### config.mk
export PLATFORM = sky130hd
export DESIGN_NAME = bccd_top
export DESIGN_NICKNAME = d
export VERILOG_FILES = /design/src/rtl/bccd_pkg.sv /design/src/rtl/bccd_field_dec.sv /design/src/rtl/bccd_top.sv
export VERILOG_INCLUDE_DIRS = /design/src /design/src/rtl
export SDC_FILE = /design/constraint.sdc
export NUM_CORES = 1
export LEC_CHECK = 0
export ABC_AREA = 1
export CORE_MARGIN = 2
export CORE_UTILIZATION = 25
export DETAILED_ROUTE_END_ITERATION = 10
export DONT_BUFFER_PORTS = 1
export HOLD_SLACK_MARGIN = 0.08
export MAX_ROUTING_LAYER = met4
export SLEW_MARGIN = 20
export SYNTH_ARGS = -nofsm -noshare
export SYNTH_HDL_FRONTEND = slang
export SYNTH_SLANG_ARGS = --single-unit
export TNS_END_PERCENT = 5
### constraint.sdc
create_clock -name clock -period 1.8 [get_ports clock]
set_input_delay 0.09 -clock clock [delete_from_list [all_inputs] [get_ports clock]]
set_output_delay 0.09 -clock clock [all_outputs]
set_load 0.02 [all_outputs]
### src/rtl/bccd_defs.svh
// bccd_defs.svh: offsets, field positions, reset values and counts for the
// boot clock configuration decoder.
// assumes: included by bare name from files under rtl/.
`ifndef BCCD_DEFS_SVH
`define BCCD_DEFS_SVH

// ==========================================================================
// register offsets (word addresses on the plain register port)
`define BCCD_OFS_CLKWD_WORD   4'h0
`define BCCD_OFS_PLL_WORD     4'h1
`define BCCD_OFS_STATUS       4'h2
`define BCCD_OFS_WDOG_CTRL    4'h3
`define BCCD_OFS_DEC_CLK      4'h4
`define BCCD_OFS_DEC_PLL      4'h5

// ==========================================================================
// clock and watchdog word field positions
`define BCCD_WDEN_BIT         23
`define BCCD_WDPS_HI          20
`define BCCD_WDPS_LO          16
`define BCCD_CKSM_HI          15
`define BCCD_CKSM_LO          14
`define BCCD_PBDIV_HI         13
`define BCCD_PBDIV_LO         12
`define BCCD_CLOCK_OUTPUT_DIS_BIT     10
`define BCCD_POSC_HI          9
`define BCCD_POSC_LO          8
`define BCCD_TWOSPD_BIT       7
`define BCCD_SOSC_BIT         5
`define BCCD_NOSC_HI          2
`define BCCD_NOSC_LO          0

// ==========================================================================
// pll word field positions
`define BCCD_PLLODIV_HI       18
`define BCCD_PLLODIV_LO       16
`define BCCD_UPLL_BYP_BIT     15
`define BCCD_USB_PLL_INPUT_DIV_HI      10
`define BCCD_USB_PLL_INPUT_DIV_LO      8
`define BCCD_PLLMUL_HI        6
`define BCCD_PLLMUL_LO        4
`define BCCD_PLLIDIV_HI       2
`define BCCD_PLLIDIV_LO       0

// ==========================================================================
// codes and reset values
`define BCCD_WDPS_MAX         5'h14
`define BCCD_POSC_OFF         2'h3
`define BCCD_POSC_EXT         2'h0
`define BCCD_WORD_RESET       32'hffffffff
`define BCCD_CAPTURE_CYCLES   4'h2

`endif

### src/rtl/bccd_pkg.sv
// bccd_pkg.sv: types shared by the boot clock configuration decoder.
// assumes: compiled before any module that imports it.
package bccd_pkg;

  // ========================================================================
  // oscillator source and mode encodings
  typedef enum logic [2:0] {
    BCCD_SRC_FRC      = 3'b000,
    BCCD_SRC_FRC_PLL  = 3'b001,
    BCCD_SRC_POSC     = 3'b010,
    BCCD_SRC_POSC_PLL = 3'b011,
    BCCD_SRC_SOSC     = 3'b100,
    BCCD_SRC_LOW_POWER_RC_OSC     = 3'b101,
    BCCD_SRC_FRC_D16  = 3'b110,
    BCCD_SRC_FRC_DIVN = 3'b111
  } bccd_src_t;

  typedef enum logic [1:0] {
    BCCD_POSC_EC  = 2'b00,
    BCCD_POSC_XT  = 2'b01,
    BCCD_POSC_HS  = 2'b10,
    BCCD_POSC_DIS = 2'b11
  } bccd_posc_t;

  typedef enum logic [1:0] {
    BCCD_ST_RESET   = 2'b00,
    BCCD_ST_CAPTURE = 2'b01,
    BCCD_ST_HOLD    = 2'b10
  } bccd_state_t;

  // ========================================================================
  // decoded clock and watchdog settings
  typedef struct packed {
    logic       wdog_force_enable;
    logic [4:0] wdog_postscale_sel;
    logic [20:0] wdog_ratio;
    logic       clk_switch_en;
    logic       fail_safe_mon_en;
    logic [3:0] periph_bus_div_default;
    logic       clock_output_en;
    bccd_posc_t primary_osc_mode;
    logic       two_speed_startup_en;
    logic       secondary_osc_en;
    bccd_src_t  initial_osc_sel;
  } bccd_clk_cfg_t;

  // decoded pll settings
  typedef struct packed {
    logic [8:0] pll_output_div;
    logic       usb_pll_en;
    logic [3:0] usb_pll_input_div;
    logic [4:0] pll_multiplier;
    logic [3:0] pll_input_div;
  } bccd_pll_cfg_t;

endpackage

### src/rtl/bccd_field_dec.sv
// bccd_field_dec.sv: pure decode of the two configuration words.
// assumes: words are stable; outputs are registered by the parent.
`timescale 1ns/100ps
`default_nettype none
`include "bccd_defs.svh"

module bccd_field_dec
  import bccd_pkg::*;
(
  input  wire logic [31:0]  clk_wd_word,
  input  wire logic [31:0]  pll_word,
  output var bccd_clk_cfg_t clk_cfg,
  output var bccd_pll_cfg_t pll_cfg
);

  logic [4:0]  ps_code;
  logic [1:0]  cksm;
  logic [1:0]  posc;
  logic [2:0]  odiv;

  // =========================================================================
  // divider lookups shared by both pll input dividers
  function automatic logic [3:0] in_div(input logic [2:0] c);
    case (c)
      3'h6:    in_div = 4'ha;
      3'h7:    in_div = 4'hc;
      default: in_div = {1'b0, c} + 4'h1;
    endcase
  endfunction

  // =========================================================================
  // clock and watchdog word decode
  always_comb begin
    ps_code = clk_wd_word[`BCCD_WDPS_HI:`BCCD_WDPS_LO];
    cksm    = clk_wd_word[`BCCD_CKSM_HI:`BCCD_CKSM_LO];
    posc    = clk_wd_word[`BCCD_POSC_HI:`BCCD_POSC_LO];
    clk_cfg.wdog_force_enable = clk_wd_word[`BCCD_WDEN_BIT];
    // out-of-range codes fold to the largest ratio
    if (ps_code > `BCCD_WDPS_MAX) begin
      clk_cfg.wdog_postscale_sel = `BCCD_WDPS_MAX;
    end else begin
      clk_cfg.wdog_postscale_sel = ps_code;
    end
    clk_cfg.wdog_ratio = 21'h000001 << clk_cfg.wdog_postscale_sel;
    clk_cfg.clk_switch_en    = ~cksm[1];
    clk_cfg.fail_safe_mon_en = ~cksm[1] & ~cksm[0];
    clk_cfg.periph_bus_div_default =
      4'h1 << clk_wd_word[`BCCD_PBDIV_HI:`BCCD_PBDIV_LO];
    clk_cfg.clock_output_en = ~clk_wd_word[`BCCD_CLOCK_OUTPUT_DIS_BIT] &
      ((posc == `BCCD_POSC_OFF) || (posc == `BCCD_POSC_EXT));
    clk_cfg.primary_osc_mode = bccd_posc_t'(posc);
    clk_cfg.two_speed_startup_en = clk_wd_word[`BCCD_TWOSPD_BIT];
    clk_cfg.secondary_osc_en = clk_wd_word[`BCCD_SOSC_BIT];
    clk_cfg.initial_osc_sel =
      bccd_src_t'(clk_wd_word[`BCCD_NOSC_HI:`BCCD_NOSC_LO]);
  end

  // =========================================================================
  // pll word decode
  always_comb begin
    odiv = pll_word[`BCCD_PLLODIV_HI:`BCCD_PLLODIV_LO];
    if (odiv == 3'h7) begin
      pll_cfg.pll_output_div = 9'h100;
    end else begin
      pll_cfg.pll_output_div = 9'h001 << odiv;
    end
    pll_cfg.usb_pll_en = ~pll_word[`BCCD_UPLL_BYP_BIT];
    pll_cfg.usb_pll_input_div =
      in_div(pll_word[`BCCD_USB_PLL_INPUT_DIV_HI:`BCCD_USB_PLL_INPUT_DIV_LO]);
    if (pll_word[`BCCD_PLLMUL_HI:`BCCD_PLLMUL_LO] == 3'h7) begin
      pll_cfg.pll_multiplier = 5'h18;
    end else begin
      pll_cfg.pll_multiplier =
        5'h0f + {2'h0, pll_word[`BCCD_PLLMUL_HI:`BCCD_PLLMUL_LO]};
    end
    pll_cfg.pll_input_div =
      in_div(pll_word[`BCCD_PLLIDIV_HI:`BCCD_PLLIDIV_LO]);
  end

endmodule
`default_nettype wire

### src/rtl/bccd_top.sv
// bccd_top.sv: boot clock configuration decoder top level.
// assumes: configuration words arrive from nonvolatile memory and are
// valid while rst_b is low and on the first three clock edges after its release.
//
// Decided for this implementation: the address map and the plain strobed port.
`timescale 1ns/100ps
`default_nettype none
`include "bccd_defs.svh"

// How it works
// - watchdog enable bit 1 forces watchdog on; 0 lets software enable it.
// - five-bit postscale selects ratio two to the code, 1:1 to 1:1048576.
// - postscale codes above 10100 behave as 10100.
// - switch field 1x disables both, 01 switching only, 00 both.
// - peripheral bus default divisor is 1, 2, 4 or 8.
// - clock output drives only when enabled and primary mode is 11 or 00.
// - primary mode 11 off, 10 high-speed, 01 standard, 00 external.
// - switchover bit 1 enables two-speed start-up.
// - secondary oscillator enabled when its bit is 1.
// - initial source field picks one of eight start-up clocks.
// - pll output divider is 1,2,4,8,16,32,64 or 256.
// - usb pll enabled when its bit is 0, bypassed when 1.
// - usb pll input divider is 1,2,3,4,5,6,10 or 12.
// - pll multiplier is 15 to 21 or 24.
// - pll input divider is 1,2,3,4,5,6,10 or 12.
module bccd_top
  import bccd_pkg::*;
(
  input  wire logic          clock,
  input  wire logic          rst_b,
  input  wire logic [31:0]   nvm_clk_wd_word,
  input  wire logic [31:0]   nvm_pll_word,
  input  wire logic [3:0]    reg_addr,
  input  wire logic [31:0]   reg_wdata,
  input  wire logic          reg_wr,
  input  wire logic          reg_rd,
  output logic [31:0]        reg_rdata,
  output logic               cfg_valid,
  output var bccd_clk_cfg_t  clk_cfg,
  output var bccd_pll_cfg_t  pll_cfg,
  output logic               watchdog_unit_en,
  output logic               osc_out_pin_en
);

  bccd_state_t   state_r;
  bccd_state_t   state_nxt;
  logic [3:0]    cap_cnt_r;
  logic [31:0]   clk_wd_word_r;
  logic [31:0]   pll_word_r;
  bccd_clk_cfg_t clk_dec;
  bccd_pll_cfg_t pll_dec;
  logic          wdog_sw_en_r;
  logic          ill_start_r;
  logic          cap_last;

  // =========================================================================
  // capture sequencer: one capture after reset, then hold
  always_comb begin
    state_nxt = state_r;
    case (state_r)
      BCCD_ST_RESET: begin
        state_nxt = BCCD_ST_CAPTURE;
      end
      BCCD_ST_CAPTURE: begin
        if (cap_cnt_r == `BCCD_CAPTURE_CYCLES) begin
          state_nxt = BCCD_ST_HOLD;
        end
      end
      BCCD_ST_HOLD: begin
        state_nxt = BCCD_ST_HOLD;
      end
      default: begin
        state_nxt = BCCD_ST_RESET;
      end
    endcase
  end

  always_ff @(posedge clock or negedge rst_b) begin
    if (!rst_b) begin
      state_r <= BCCD_ST_RESET;
    end else begin
      state_r <= state_nxt;
    end
  end

  // last capture cycle: outputs load, word registers freeze
  assign cap_last = (state_r == BCCD_ST_CAPTURE) &&
                    (cap_cnt_r == `BCCD_CAPTURE_CYCLES);

  // settle counter during capture
  always_ff @(posedge clock or negedge rst_b) begin
    if (!rst_b) begin
      cap_cnt_r <= 4'h0;
    end else if (state_r == BCCD_ST_CAPTURE) begin
      cap_cnt_r <= cap_cnt_r + 4'h1;
    end
  end

  // =========================================================================
  // word capture: sampled by clock after release, frozen in hold
  always_ff @(posedge clock or negedge rst_b) begin
    if (!rst_b) begin
      clk_wd_word_r <= `BCCD_WORD_RESET;
      pll_word_r    <= `BCCD_WORD_RESET;
    end else if (state_r != BCCD_ST_HOLD && !cap_last) begin
      clk_wd_word_r <= nvm_clk_wd_word;
      pll_word_r    <= nvm_pll_word;
    end
  end

  bccd_field_dec u_dec (
    .clk_wd_word (clk_wd_word_r),
    .pll_word    (pll_word_r),
    .clk_cfg     (clk_dec),
    .pll_cfg     (pll_dec)
  );

  // =========================================================================
  // decoded outputs registered once words are stable
  always_ff @(posedge clock or negedge rst_b) begin
    if (!rst_b) begin
      clk_cfg   <= '0;
      pll_cfg   <= '0;
      cfg_valid <= 1'b0;
    end else if (cap_last) begin
      clk_cfg   <= clk_dec;
      pll_cfg   <= pll_dec;
      cfg_valid <= 1'b1;
    end
  end

  // clock output pin enable follows the decoded setting
  assign osc_out_pin_en = cfg_valid & clk_cfg.clock_output_en;

  // flags a primary start source with primary oscillator disabled
  always_ff @(posedge clock or negedge rst_b) begin
    if (!rst_b) begin
      ill_start_r <= 1'b0;
    end else begin
      ill_start_r <= cfg_valid &&
        clk_cfg.primary_osc_mode == BCCD_POSC_DIS &&
        (clk_cfg.initial_osc_sel == BCCD_SRC_POSC ||
         clk_cfg.initial_osc_sel == BCCD_SRC_POSC_PLL);
    end
  end

  // =========================================================================
  // software watchdog enable; forced on when the config bit is set
  always_ff @(posedge clock or negedge rst_b) begin
    if (!rst_b) begin
      wdog_sw_en_r <= 1'b0;
    end else if (reg_wr && reg_addr == `BCCD_OFS_WDOG_CTRL) begin
      wdog_sw_en_r <= reg_wdata[0];
    end
  end

  assign watchdog_unit_en =
    cfg_valid & (clk_cfg.wdog_force_enable | wdog_sw_en_r);

  // =========================================================================
  // register read port, data one cycle after the strobe
  always_ff @(posedge clock or negedge rst_b) begin
    if (!rst_b) begin
      reg_rdata <= 32'h00000000;
    end else if (reg_rd) begin
      case (reg_addr)
        `BCCD_OFS_CLKWD_WORD: reg_rdata <= clk_wd_word_r;
        `BCCD_OFS_PLL_WORD:   reg_rdata <= pll_word_r;
        `BCCD_OFS_STATUS:     reg_rdata <= {29'h0, ill_start_r,
                                            watchdog_unit_en, cfg_valid};
        `BCCD_OFS_WDOG_CTRL:  reg_rdata <= {31'h0, wdog_sw_en_r};
        `BCCD_OFS_DEC_CLK:    reg_rdata <= {12'h000,
                                            clk_cfg.wdog_force_enable,
                                            clk_cfg.wdog_postscale_sel,
                                            clk_cfg.clk_switch_en,
                                            clk_cfg.fail_safe_mon_en,
                                            clk_cfg.periph_bus_div_default,
                                            clk_cfg.clock_output_en,
                                            clk_cfg.primary_osc_mode,
                                            clk_cfg.two_speed_startup_en,
                                            clk_cfg.secondary_osc_en,
                                            clk_cfg.initial_osc_sel};
        `BCCD_OFS_DEC_PLL:    reg_rdata <= {9'h0, pll_cfg};
        default:              reg_rdata <= 32'h00000000;
      endcase
    end else begin
      reg_rdata <= 32'h00000000;
    end
  end

  // =========================================================================
  // checks: watchdog
  wdog_forced_a: assert property (
    @(posedge clock) disable iff (!rst_b)
    (cfg_valid && clk_cfg.wdog_force_enable) |-> watchdog_unit_en)
    else $error("watchdog off while forced");

  wdog_swoff_a: assert property (
    @(posedge clock) disable iff (!rst_b)
    (cfg_valid && !clk_cfg.wdog_force_enable && !wdog_sw_en_r)
      |-> !watchdog_unit_en)
    else $error("watchdog on without cause");

  wdog_swon_a: assert property (
    @(posedge clock) disable iff (!rst_b)
    (cfg_valid && wdog_sw_en_r) |-> watchdog_unit_en)
    else $error("watchdog off after software enable");

  wdog_idle_a: assert property (
    @(posedge clock) disable iff (!rst_b)
    !cfg_valid |-> (!watchdog_unit_en && !osc_out_pin_en))
    else $error("enable driven before settings loaded");

  ps_ratio_a: assert property (
    @(posedge clock) disable iff (!rst_b)
    (cfg_valid && clk_wd_word_r[20:16] <= 5'h14)
      |-> clk_cfg.wdog_ratio == (21'h000001 << clk_wd_word_r[20:16]))
    else $error("postscale ratio mismatch");

  ps_onehot_a: assert property (
    @(posedge clock) disable iff (!rst_b)
    cfg_valid |-> $onehot(clk_cfg.wdog_ratio))
    else $error("postscale ratio not a power of two");

  ps_clamp_a: assert property (
    @(posedge clock) disable iff (!rst_b)
    (cfg_valid && clk_wd_word_r[20:16] > 5'h14)
      |-> (clk_cfg.wdog_ratio == 21'h100000 &&
           clk_cfg.wdog_postscale_sel == 5'h14))
    else $error("postscale code beyond range");

  // =========================================================================
  // checks: clock word
  cksm_dec_a: assert property (
    @(posedge clock) disable iff (!rst_b)
    cfg_valid |-> (clk_cfg.fail_safe_mon_en -> clk_cfg.clk_switch_en)
      && (clk_cfg.clk_switch_en == ~clk_wd_word_r[15]))
    else $error("switch monitor decode wrong");

  fscm_dec_a: assert property (
    @(posedge clock) disable iff (!rst_b)
    cfg_valid |-> clk_cfg.fail_safe_mon_en ==
      (clk_wd_word_r[15:14] == 2'h0))
    else $error("fail-safe monitor decode wrong");

  pbdiv_dec_a: assert property (
    @(posedge clock) disable iff (!rst_b)
    cfg_valid |-> ($onehot(clk_cfg.periph_bus_div_default) &&
      clk_cfg.periph_bus_div_default[clk_wd_word_r[13:12]]))
    else $error("peripheral bus divisor decode wrong");

  clock_output_gate_a: assert property (
    @(posedge clock) disable iff (!rst_b)
    osc_out_pin_en |-> (!clk_wd_word_r[10] &&
      (clk_wd_word_r[9:8] == 2'h3 || clk_wd_word_r[9:8] == 2'h0)))
    else $error("clock output driven when not allowed");

  clock_output_on_a: assert property (
    @(posedge clock) disable iff (!rst_b)
    (cfg_valid && !clk_wd_word_r[10] &&
      (clk_wd_word_r[9:8] == 2'h3 || clk_wd_word_r[9:8] == 2'h0))
      |-> osc_out_pin_en)
    else $error("clock output idle when allowed");

  posc_mode_a: assert property (
    @(posedge clock) disable iff (!rst_b)
    cfg_valid |-> clk_cfg.primary_osc_mode == clk_wd_word_r[9:8])
    else $error("primary oscillator mode wrong");

  two_speed_a: assert property (
    @(posedge clock) disable iff (!rst_b)
    cfg_valid |-> clk_cfg.two_speed_startup_en == clk_wd_word_r[7])
    else $error("two-speed start-up enable wrong");

  sosc_en_a: assert property (
    @(posedge clock) disable iff (!rst_b)
    cfg_valid |-> clk_cfg.secondary_osc_en == clk_wd_word_r[5])
    else $error("secondary oscillator enable wrong");

  init_src_a: assert property (
    @(posedge clock) disable iff (!rst_b)
    cfg_valid |-> clk_cfg.initial_osc_sel == clk_wd_word_r[2:0])
    else $error("initial oscillator source wrong");

  ill_start_a: assert property (
    @(posedge clock) disable iff (!rst_b)
    (cfg_valid && clk_cfg.primary_osc_mode == BCCD_POSC_DIS &&
      clk_cfg.initial_osc_sel[2:1] == 2'h1) |=> ill_start_r)
    else $error("disabled primary start source not flagged");

  // =========================================================================
  // checks: pll word
  odiv_dec_a: assert property (
    @(posedge clock) disable iff (!rst_b)
    cfg_valid |-> ($onehot(pll_cfg.pll_output_div) &&
      pll_cfg.pll_output_div[(pll_word_r[18:16] == 3'h7) ? 4'h8 :
                             {1'b0, pll_word_r[18:16]}]))
    else $error("pll output divider wrong");

  upll_en_a: assert property (
    @(posedge clock) disable iff (!rst_b)
    cfg_valid |-> pll_cfg.usb_pll_en == !pll_word_r[15])
    else $error("usb pll enable inverted");

  usb_idiv_a: assert property (
    @(posedge clock) disable iff (!rst_b)
    cfg_valid |-> pll_cfg.usb_pll_input_div ==
      ((pll_word_r[10:9] != 2'h3) ? {1'b0, pll_word_r[10:8]} + 4'h1 :
       (pll_word_r[8] ? 4'hc : 4'ha)))
    else $error("usb pll input divider wrong");

  mul_map_a: assert property (
    @(posedge clock) disable iff (!rst_b)
    cfg_valid |-> pll_cfg.pll_multiplier ==
      ((pll_word_r[6:4] == 3'h7) ? 5'h18 :
       5'h0f + {2'h0, pll_word_r[6:4]}))
    else $error("pll multiplier code map wrong");

  pll_mul_a: assert property (
    @(posedge clock) disable iff (!rst_b)
    cfg_valid |-> (pll_cfg.pll_multiplier >= 5'h0f &&
      pll_cfg.pll_multiplier <= 5'h18 && pll_cfg.pll_multiplier != 5'h16
      && pll_cfg.pll_multiplier != 5'h17))
    else $error("pll multiplier out of set");

  pll_idiv_a: assert property (
    @(posedge clock) disable iff (!rst_b)
    cfg_valid |-> pll_cfg.pll_input_div ==
      ((pll_word_r[2:1] != 2'h3) ? {1'b0, pll_word_r[2:0]} + 4'h1 :
       (pll_word_r[0] ? 4'hc : 4'ha)))
    else $error("pll input divider wrong");

  // =========================================================================
  // checks: capture, hold and read port
  cfg_hold_a: assert property (
    @(posedge clock) disable iff (!rst_b)
    cfg_valid |=> ($stable(clk_cfg) && $stable(pll_cfg) && cfg_valid))
    else $error("decoded settings changed after capture");

  word_hold_a: assert property (
    @(posedge clock) disable iff (!rst_b)
    cfg_valid |=> ($stable(clk_wd_word_r) && $stable(pll_word_r)))
    else $error("captured words changed after capture");

  cfg_zero_a: assert property (
    @(posedge clock) disable iff (!rst_b)
    !cfg_valid |-> (clk_cfg == '0 && pll_cfg == '0))
    else $error("settings shown before capture");

  cap_time_a: assert property (
    @(posedge clock) disable iff (!rst_b)
    $rose(state_r == BCCD_ST_CAPTURE) |-> ##3 cfg_valid)
    else $error("capture did not finish in time");

  rdata_idle_a: assert property (
    @(posedge clock) disable iff (!rst_b)
    !reg_rd |=> reg_rdata == 32'h00000000)
    else $error("read data shown without a read");

endmodule
`default_nettype wire

==> reports/qor.csv, run 1 <==
stage;metric;value;unit
cts;cts_resized;0;
global_routing;track_usage;15.2;%
logic_synthesis;avgSynthCellArea;8.86;sq um
cts;cts_made_buffers;17;
cts;cts-root-buf;clkbuf_16;
global_routing;grt_pass1_vias;5985;
detailed_routing;routed_wl;22800;um
critical_path;rr_worst_depth;6;
timing;slew_viol_final;0;
placement;io_buffers;0;
detailed_routing;avgRoutedWirePerCell;17.4;um
critical_path;critical_path.startpoint;state_r[1]$_DFFE_PN0P_;
die;row_count;63;
logic_synthesis;ys_ff_latch;168;
detailed_routing;ant_nets;0;
status;run_status;complete, but fails checks;
critical_path;crit_arrival;2.06;ns
die;core;0.0295;sq mm
cts;holdBufCountCts;72;
critical_path;critPathSlowestCell;dfrtp_1;
finish;finalNonFillerCells;1307;
worst_hold_path;hold_class;in -> async;
timing;finalCriticalPeriod;1.73;ns
detailed_routing;drc;0;
logic_synthesis;ys_types;32;
detailed_routing;drt_iter0_markers;348;
placement;gp_congestion;0.802;
logic_synthesis;ys_top_cells_by_area;dfrtp_1, dfstp_2, nand2_1;
critical_path;criticalPathCategory;reg -> reg;
critical_path;worstPathMaxFanout;9;
die;die_y;177;um
detailed_routing;vias;6048;
timing;finalCritPeriodShare;96.2;%
power;power_leakage;4.18;nW
global_routing;antenna_found_initial;5;
detailed_routing;drt-vias-per-instance;4.63;
timing;finalWorstSetupSlack;0.0693;ns
critical_path;required;2.13;ns
critical_path;path_buf_inv;2;
critical_path;critPathCapture;clk_cfg[29]$_DFFE_PN0P_;
critical_path;end_kind;flop;
critical_path;path_depth;6;
logic_synthesis;syn_nets;954;
cts;clock-sinks;168;
logic_synthesis;synth_top_area_cell;dfrtp_1;
cts;cts_tree;done;
logic_synthesis;syn-instance-count;840;
cts;htree_levels;4;
global_routing;grt_max_degree;169;
detailed_routing;drt_first_pass_iters;4;
global_routing;grt_first_pass_wirelength;34900;um
power;power_density;939;mW/mm^2
logic_synthesis;ys_warn_count;0;
power;pwr-share-comb;6.4;%
timing;clock_skew;0.00833;ns
critical_path;path_cells;inv_1 -> ha_1 -> nand4_4 -> inv_2 -> nand2_1 -> o21ai_0;
power;clkPwrFrac;44.7;%
finish;areaGrowthSynthToFinish;24.5;%
critical_path;start_kind;flop;
critical_path;r2r_start;state_r[1]$_DFFE_PN0P_;
die;initial_core_util;25.2;%
cts;path_clk_slew;0.07;ns
critical_path;r2r_slack;0.07;ns
finish;nets;1013;
logic_synthesis;syn-cell-area;0.00744;sq mm
power;switching_share;25.0;%
power;irDropWorstVdd;0.000535;V
die;io-pin-count;203;
power;switching_power;0.00218;W
cts;clock_latency;0.42;ns
critical_path;r2r-end;clk_cfg[29]$_DFFE_PN0P_;
timing;setup_violations;0;
timing;rsz0062_at_grt;yes;
placement;dp_hpwl;15500;um
critical_path;cp_top_family;simple AND/OR/NAND/NOR gates;
logic_synthesis;ys_seq_area_share;57.6;%
flow_run;cap_violations;0;
placement;place_ws;0.0925;ns
finish;drive_gt1_share;13.9;%
power;pwr-share-seq;48.8;%
timing;worst_hold_slack;-0.631;ns
die;die_w;177;um
finish;num-fill-cells;3108;
timing;hold_viol_final;168;
timing;fmax;578;MHz
status;violations;negative hold slack;
die;dieArea;0.0312;sq mm
cts;clk_path_buf_depth;2;
logic_synthesis;netlist.area_leader.share;35.0;%
placement;placed_cells;1198;
global_routing;grt-ovfl-total;0;
power;internal-power;0.00653;W
critical_path;critical-path-max-stage-delay;0.38;ns
cts;cts_setup_buffers;0;
[worst register-to-register path: cells and delay by family, from the launching register on]
family	cells	cell delay (ns)
DFF	1	0.38
adders and majority gates	1	0.22
buffers and inverters	2	0.28
AOI/OAI and AO/OA	1	0.30
and+or+nand+nor	2	0.45
[per-layer routing]
| metal | part of all wire, % | GRT usage [%] |
|---|---|---|
| met1 | 45 | 19.1 |
| met4 | 2.2 | 5.30 |
| met5 | 0 | - |
| met3 | 5.5 | 3.96 |
| met2 | 48 | 23.7 |
[cells in the mapped netlist]
cell type  instances
o31ai_1            6
dfrtp_1          104
nor2_2             1
inv_1             58
or2_2              1
xor2_1             4
inv_2              3
buf_1              3
buf_2             27
nor2_4             2
nor3_1             1
buf_4             12
o21ai_1           42
nand4_4            1
conb_1             1
o21ai_2            1
o21ai_0           46
nand3_1          129
clkbuf_2           1
nor2_1            71
and2_1             1
nand2_2            1
ha_1              10
buf_6              1
nand4_1           15
nand3b_1           1
clkbuf_1           9
clkinv_1           1
o211ai_1           2
dfstp_2           64
a21oi_1           39
nand2_1          182
[power by group through the flow]
stage / clock [W] / combinational (W) / sequential [W]
floorplan: 0 / 0.000301 / 0.00426
global placement: 0 / 0.000403 / 0.00432
detailed placement: 0 / 0.000411 / 0.00432
CTS: 0.00400 / 0.000562 / 0.00426
global route: 0.00415 / 0.000625 / 0.00428
finish: 0.00389 / 0.000561 / 0.00425
[how the worst min path moves through the flow]
stage           from  cells past startpoint                        to  slack, ns
6_report       rst_b                      0   clk_cfg[32]$_DFFE_PN0P_      -0.63
5_1_grt        rst_b                      0   pll_cfg[17]$_DFFE_PN0P_      -0.66
4_1_cts        rst_b                      0  cap_cnt_r[0]$_DFFE_PN0P_      -0.67
3_5_place_dp   rst_b                      0   clk_cfg[25]$_DFFE_PN0P_      -0.20
3_3_place_gp   rst_b                      0   clk_cfg[33]$_DFFE_PN0P_      -0.20
2_1_floorplan  rst_b                      0  cap_cnt_r[0]$_DFFE_PN0P_      -0.21
[sequential cells by signal, indices dropped and copies added (netlist names)]
name / count
pll_word_r: 32
state_r: 2
cap_cnt_r: 4
clk_wd_word_r: 32
wdog_sw_en_r: 1
ill_start_r: 1
clk_cfg: 41
pll_cfg: 22
reg_rdata: 32
cfg_valid: 1
[metrics by stage]
stage	util (%)	power, W	hold WS, ns	area (sq um)	setup TNS (ns)
global route	31.4	0.00905	-0.663	9270	-0.278
detailed placement	26.8	0.00473	-0.199	7910	0
CTS	31.4	0.00882	-0.667	9260	0
finish	31.4	0.00871	-0.631	9270	0
floorplan	-	0.00456	-0.206	7440	0
global placement	26.8	0.00472	-0.201	7910	0
[layout make-up]
type	instances	area [sq um]	share of cell area, %
antenna	5	12.5	0.135
clock buffer	20	457	4.93
clock inverter	12	165	1.78
inverter	62	233	2.51
multi-input combinational	557	2650	28.6
sequential	168	4280	46.2
tap	390	488	5.26
timing repair buffer	93	978	10.6
[cell families after synthesis]
logic type,share of synthesized area (%)
AO/OA/AOI/OAI,9.47
buffers and inverters,6.98
XOR/XNOR,0.471
other,0.0504
flip-flops,57.6
AND/OR/NAND/NOR,23.8
adder cells (fa/ha/maj),1.68
[cells in the final DEF (no fill, tap or decap), types with 2 or more instances in the layout]
cell / count
nand2_1: 182
nand3_1: 129
dfrtp_1: 104
dlygate4sd3_1: 72
nor2_1: 70
dfstp_2: 64
inv_1: 58
o21ai_0: 46
o21ai_1: 42
a21oi_1: 39
clkbuf_16: 17
nand4_1: 15
buf_4: 13
ha_1: 10
buf_12: 8
o31ai_1: 6
diode_2: 5
xor2_1: 4
inv_2: 3
nor2_4: 3
bufinv_16: 3
inv_6: 3
o211ai_1: 2
clkinvlp_4: 2
clkinv_4: 2
clkbuf_8: 2
Power figures use the tool's default switching activity.
==> run 2: changes to the inputs <==
Settings changed: CORE_ASPECT_RATIO set to 1.4.
==> reports/qor.csv, run 2 (synthesized netlist as in run 1, its figures left out) <==
stage;metric;value;unit;change
status;run_status;complete, but fails checks;;
status;violations;negative hold slack;;
timing;slew_viol_final;0;;unchanged
critical_path;criticalPathCategory;reg -> reg;;
power;power_leakage;4.16;nW;-0.47%
critical_path;path_cells;inv_1 -> ha_1 -> nand4_4 -> inv_2 -> nand3_2 -> o21ai_1;;
timing;worst_hold_slack;-0.665;ns;-0.0347 ns
detailed_routing;vias;6004;;-0.73%
detailed_routing;drc;0;;unchanged
power;switching_share;27.2;%;+2.2 points
finish;drive_gt1_share;14.3;%;+0.34 points
detailed_routing;drt_first_pass_iters;8;;+4
finish;multi_input_area;0.00267;sq mm;+0.57%
cts;clock_latency;0.44;ns;+0.02 ns
detailed_routing;ant_nets;0;;unchanged
finish;design_area;0.00923;sq mm;-0.39%
timing;fmax;613;MHz;+6.2%
timing;worstMarginPinSlew;0.708;ns;
global_routing;antenna_found_initial;10;;+5
cts;clk_path_buf_depth;2;;unchanged
timing;tns;0;ns;unchanged
placement;gp_congestion;0.823;;+2.7%
finish;mostFrequentLayoutCells;nand2_1, nand3_1, dfrtp_1;;
critical_path;crit_arrival;2.00;ns;-0.06 ns
detailed_routing;avgRoutedWirePerCell;17.8;um;+2.2%
critical_path;critPathSlowestCell;dfrtp_1;;
power;irDropWorstVdd;0.000631;V;+18%
timing;finalCriticalPeriod;1.63;ns;-0.101 ns
critical_path;worstPathMaxFanout;8;;-1
die;die_w;150;um;-15%
timing;finalCritPeriodShare;90.6;%;-5.6 points
cts;path_clk_slew;0.07;ns;about the same
timing;clock_skew;0.00869;ns;+0.000355 ns
cts;cts_tree;done;;
global_routing;track_usage;15.6;%;+0.36 points
placement;place_area;0.00788;sq mm;-0.41%
cts;holdBufCountCts;72;;unchanged
global_routing;grt_pass1_vias;6079;;+1.6%
finish;nets;1012;;-0.099%
die;dieArea;0.0312;sq mm;about the same
timing;setup_violations;0;;unchanged
cts;htree_levels;4;;unchanged
cts;cts_made_buffers;17;;unchanged
finish;num-fill-cells;3083;;-0.80%
critical_path;end_kind;flop;;
die;row_count;74;;+17%
finish;areaGrowthSynthToFinish;24.1;%;
die;core;0.0293;sq mm;-0.76%
die;die_y;208;um;+18%
worst_hold_path;hold_class;in -> async;;
power;pwr-share-comb;6.4;%;about the same
critical_path;critical-path-max-stage-delay;0.43;ns;+0.05 ns
die;io-pin-count;203;;unchanged
detailed_routing;routed_wl;23200;um;+1.7%
flow_run;cap_violations;0;;unchanged
power;switching_power;0.00232;W;+6.7%
cts;cts-root-buf;clkbuf_16;;
die;initial_core_util;25.4;%;+0.19 points
timing;relSlewSlack;52.7;%;
power;clkPwrFrac;43.6;%;-1.1 points
global_routing;grt_first_pass_wirelength;35500;um;+1.8%
power;internal-power;0.00621;W;-5.0%
global_routing;grt_max_degree;169;;unchanged
power;pwr-share-seq;50.0;%;+1.2 points
detailed_routing;drt_iter0_markers;496;;+43%
critical_path;start_kind;flop;;
finish;regArea;0.00428;sq mm;unchanged
finish;largest_reg_flops;41;;unchanged
timing;hold_viol_final;168;;unchanged
timing;rsz0062_at_grt;no;;
global_routing;grt-ovfl-total;0;;unchanged
finish;final_common_cell;nand2_1;;
placement;dp_hpwl;16000;um;+3.0%
critical_path;required;2.17;ns;+0.04 ns
finish;largest_register;clk_cfg;;
detailed_routing;drt-vias-per-instance;4.61;;-0.27%
cts;clock-sinks;168;;unchanged
placement;io_buffers;0;;unchanged
power;power_density;924;mW/mm^2;-1.7%
run 2: cell count changes in the layout (fill, tap and decap cells not counted), moves of 2 or more:
cell,change
clkbuf_8,-2
bufinv_16,-2
nand2_1,-2
diode_2,+5
inv_6,+2
nand2_2,+2
inv_8,+2
run 2: cell type report:
| class | count | share of cell area, % |
|---|---|---|
| Timing Repair Buffer | 92 | 10.4 |
| Antenna cell | 10 | 0.271 |
| Clock buffer | 17 | 4.61 |
| Clock inverter | 15 | 1.75 |
| Multi-Input combinational cell | 557 | 28.9 |
| Sequential cell | 168 | 46.4 |
| Inverter | 62 | 2.52 |
| Tap cell | 380 | 5.15 |
run 2: timing repair:
action | 4_1_cts | 5_1_grt
setup endpoints to repair | 0 | 29
resized for setup | 0 | 5
endpoints found under the hold margin | 253 | 168
buffers inserted | 0 | 0
run 2: metal layers:
metal	share of wire (%)	global-route usage (%)	wire, um
met5	0	-	0
met4	2.4	5.53	557
met3	7.8	5.13	1820
met2	50	25.5	11700
met1	39	17.8	9120
run 2: critical path, delay by kind of cell, from the launching register on:
kind / cells / cell delay [ns]
buffers and inverters: 2 / 0.31
adder cells (fa/ha/maj): 1 / 0.21
AND/OR/NAND/NOR: 2 / 0.42
flip-flops: 1 / 0.43
AO/OA/AOI/OAI: 1 / 0.19
run 2: final timing paths:
kind | from | endpoint | slack [ns] | cells after the start
max in group asynchronous | rst_b | clk_wd_word_r[28]$_DFFE_PN1P_ | 2.18 | 0
max | cap_cnt_r[0]$_DFFE_PN0P_ | clk_cfg[20]$_DFFE_PN0P_ | 0.17 | 6
min in group clock | reg_addr[0] | reg_rdata[21]$_DFF_PN0_ | 0.20 | 4
min reg2reg | pll_word_r[11]$_DFFE_PN1P_ | pll_word_r[11]$_DFFE_PN1P_ | 0.46 | 2
max reg2reg | cap_cnt_r[0]$_DFFE_PN0P_ | clk_cfg[20]$_DFFE_PN0P_ | 0.17 | 6
min | rst_b | clk_cfg[32]$_DFFE_PN0P_ | -0.67 | 0
run 2: metrics by stage:
step	instances	setup WS, ns	total power, W	util [%]	hold WS, ns
6_report	1301	0.170	0.00853	31.6	-0.665
5_1_grt	1301	0.00584	0.00888	31.6	-0.690
4_1_cts	1291	0.0648	0.00863	31.4	-0.682
3_5_place_dp	1187	0.0782	0.00473	26.9	-0.202
3_3_place_gp	1187	0.150	0.00471	26.9	-0.199
2_1_floorplan	840	0.381	0.00456	-	-0.206
run 2: power by group through the flow:
stage / clock (W) / sequential, W / combinational [W]
after CTS: 0.00382 / 0.00427 / 0.000543
final: 0.00372 / 0.00426 / 0.000544
after global routing: 0.00398 / 0.00429 / 0.000614
after global placement: 0 / 0.00433 / 0.000384
after floorplan: 0 / 0.00426 / 0.000301
after detailed placement: 0 / 0.00433 / 0.000393
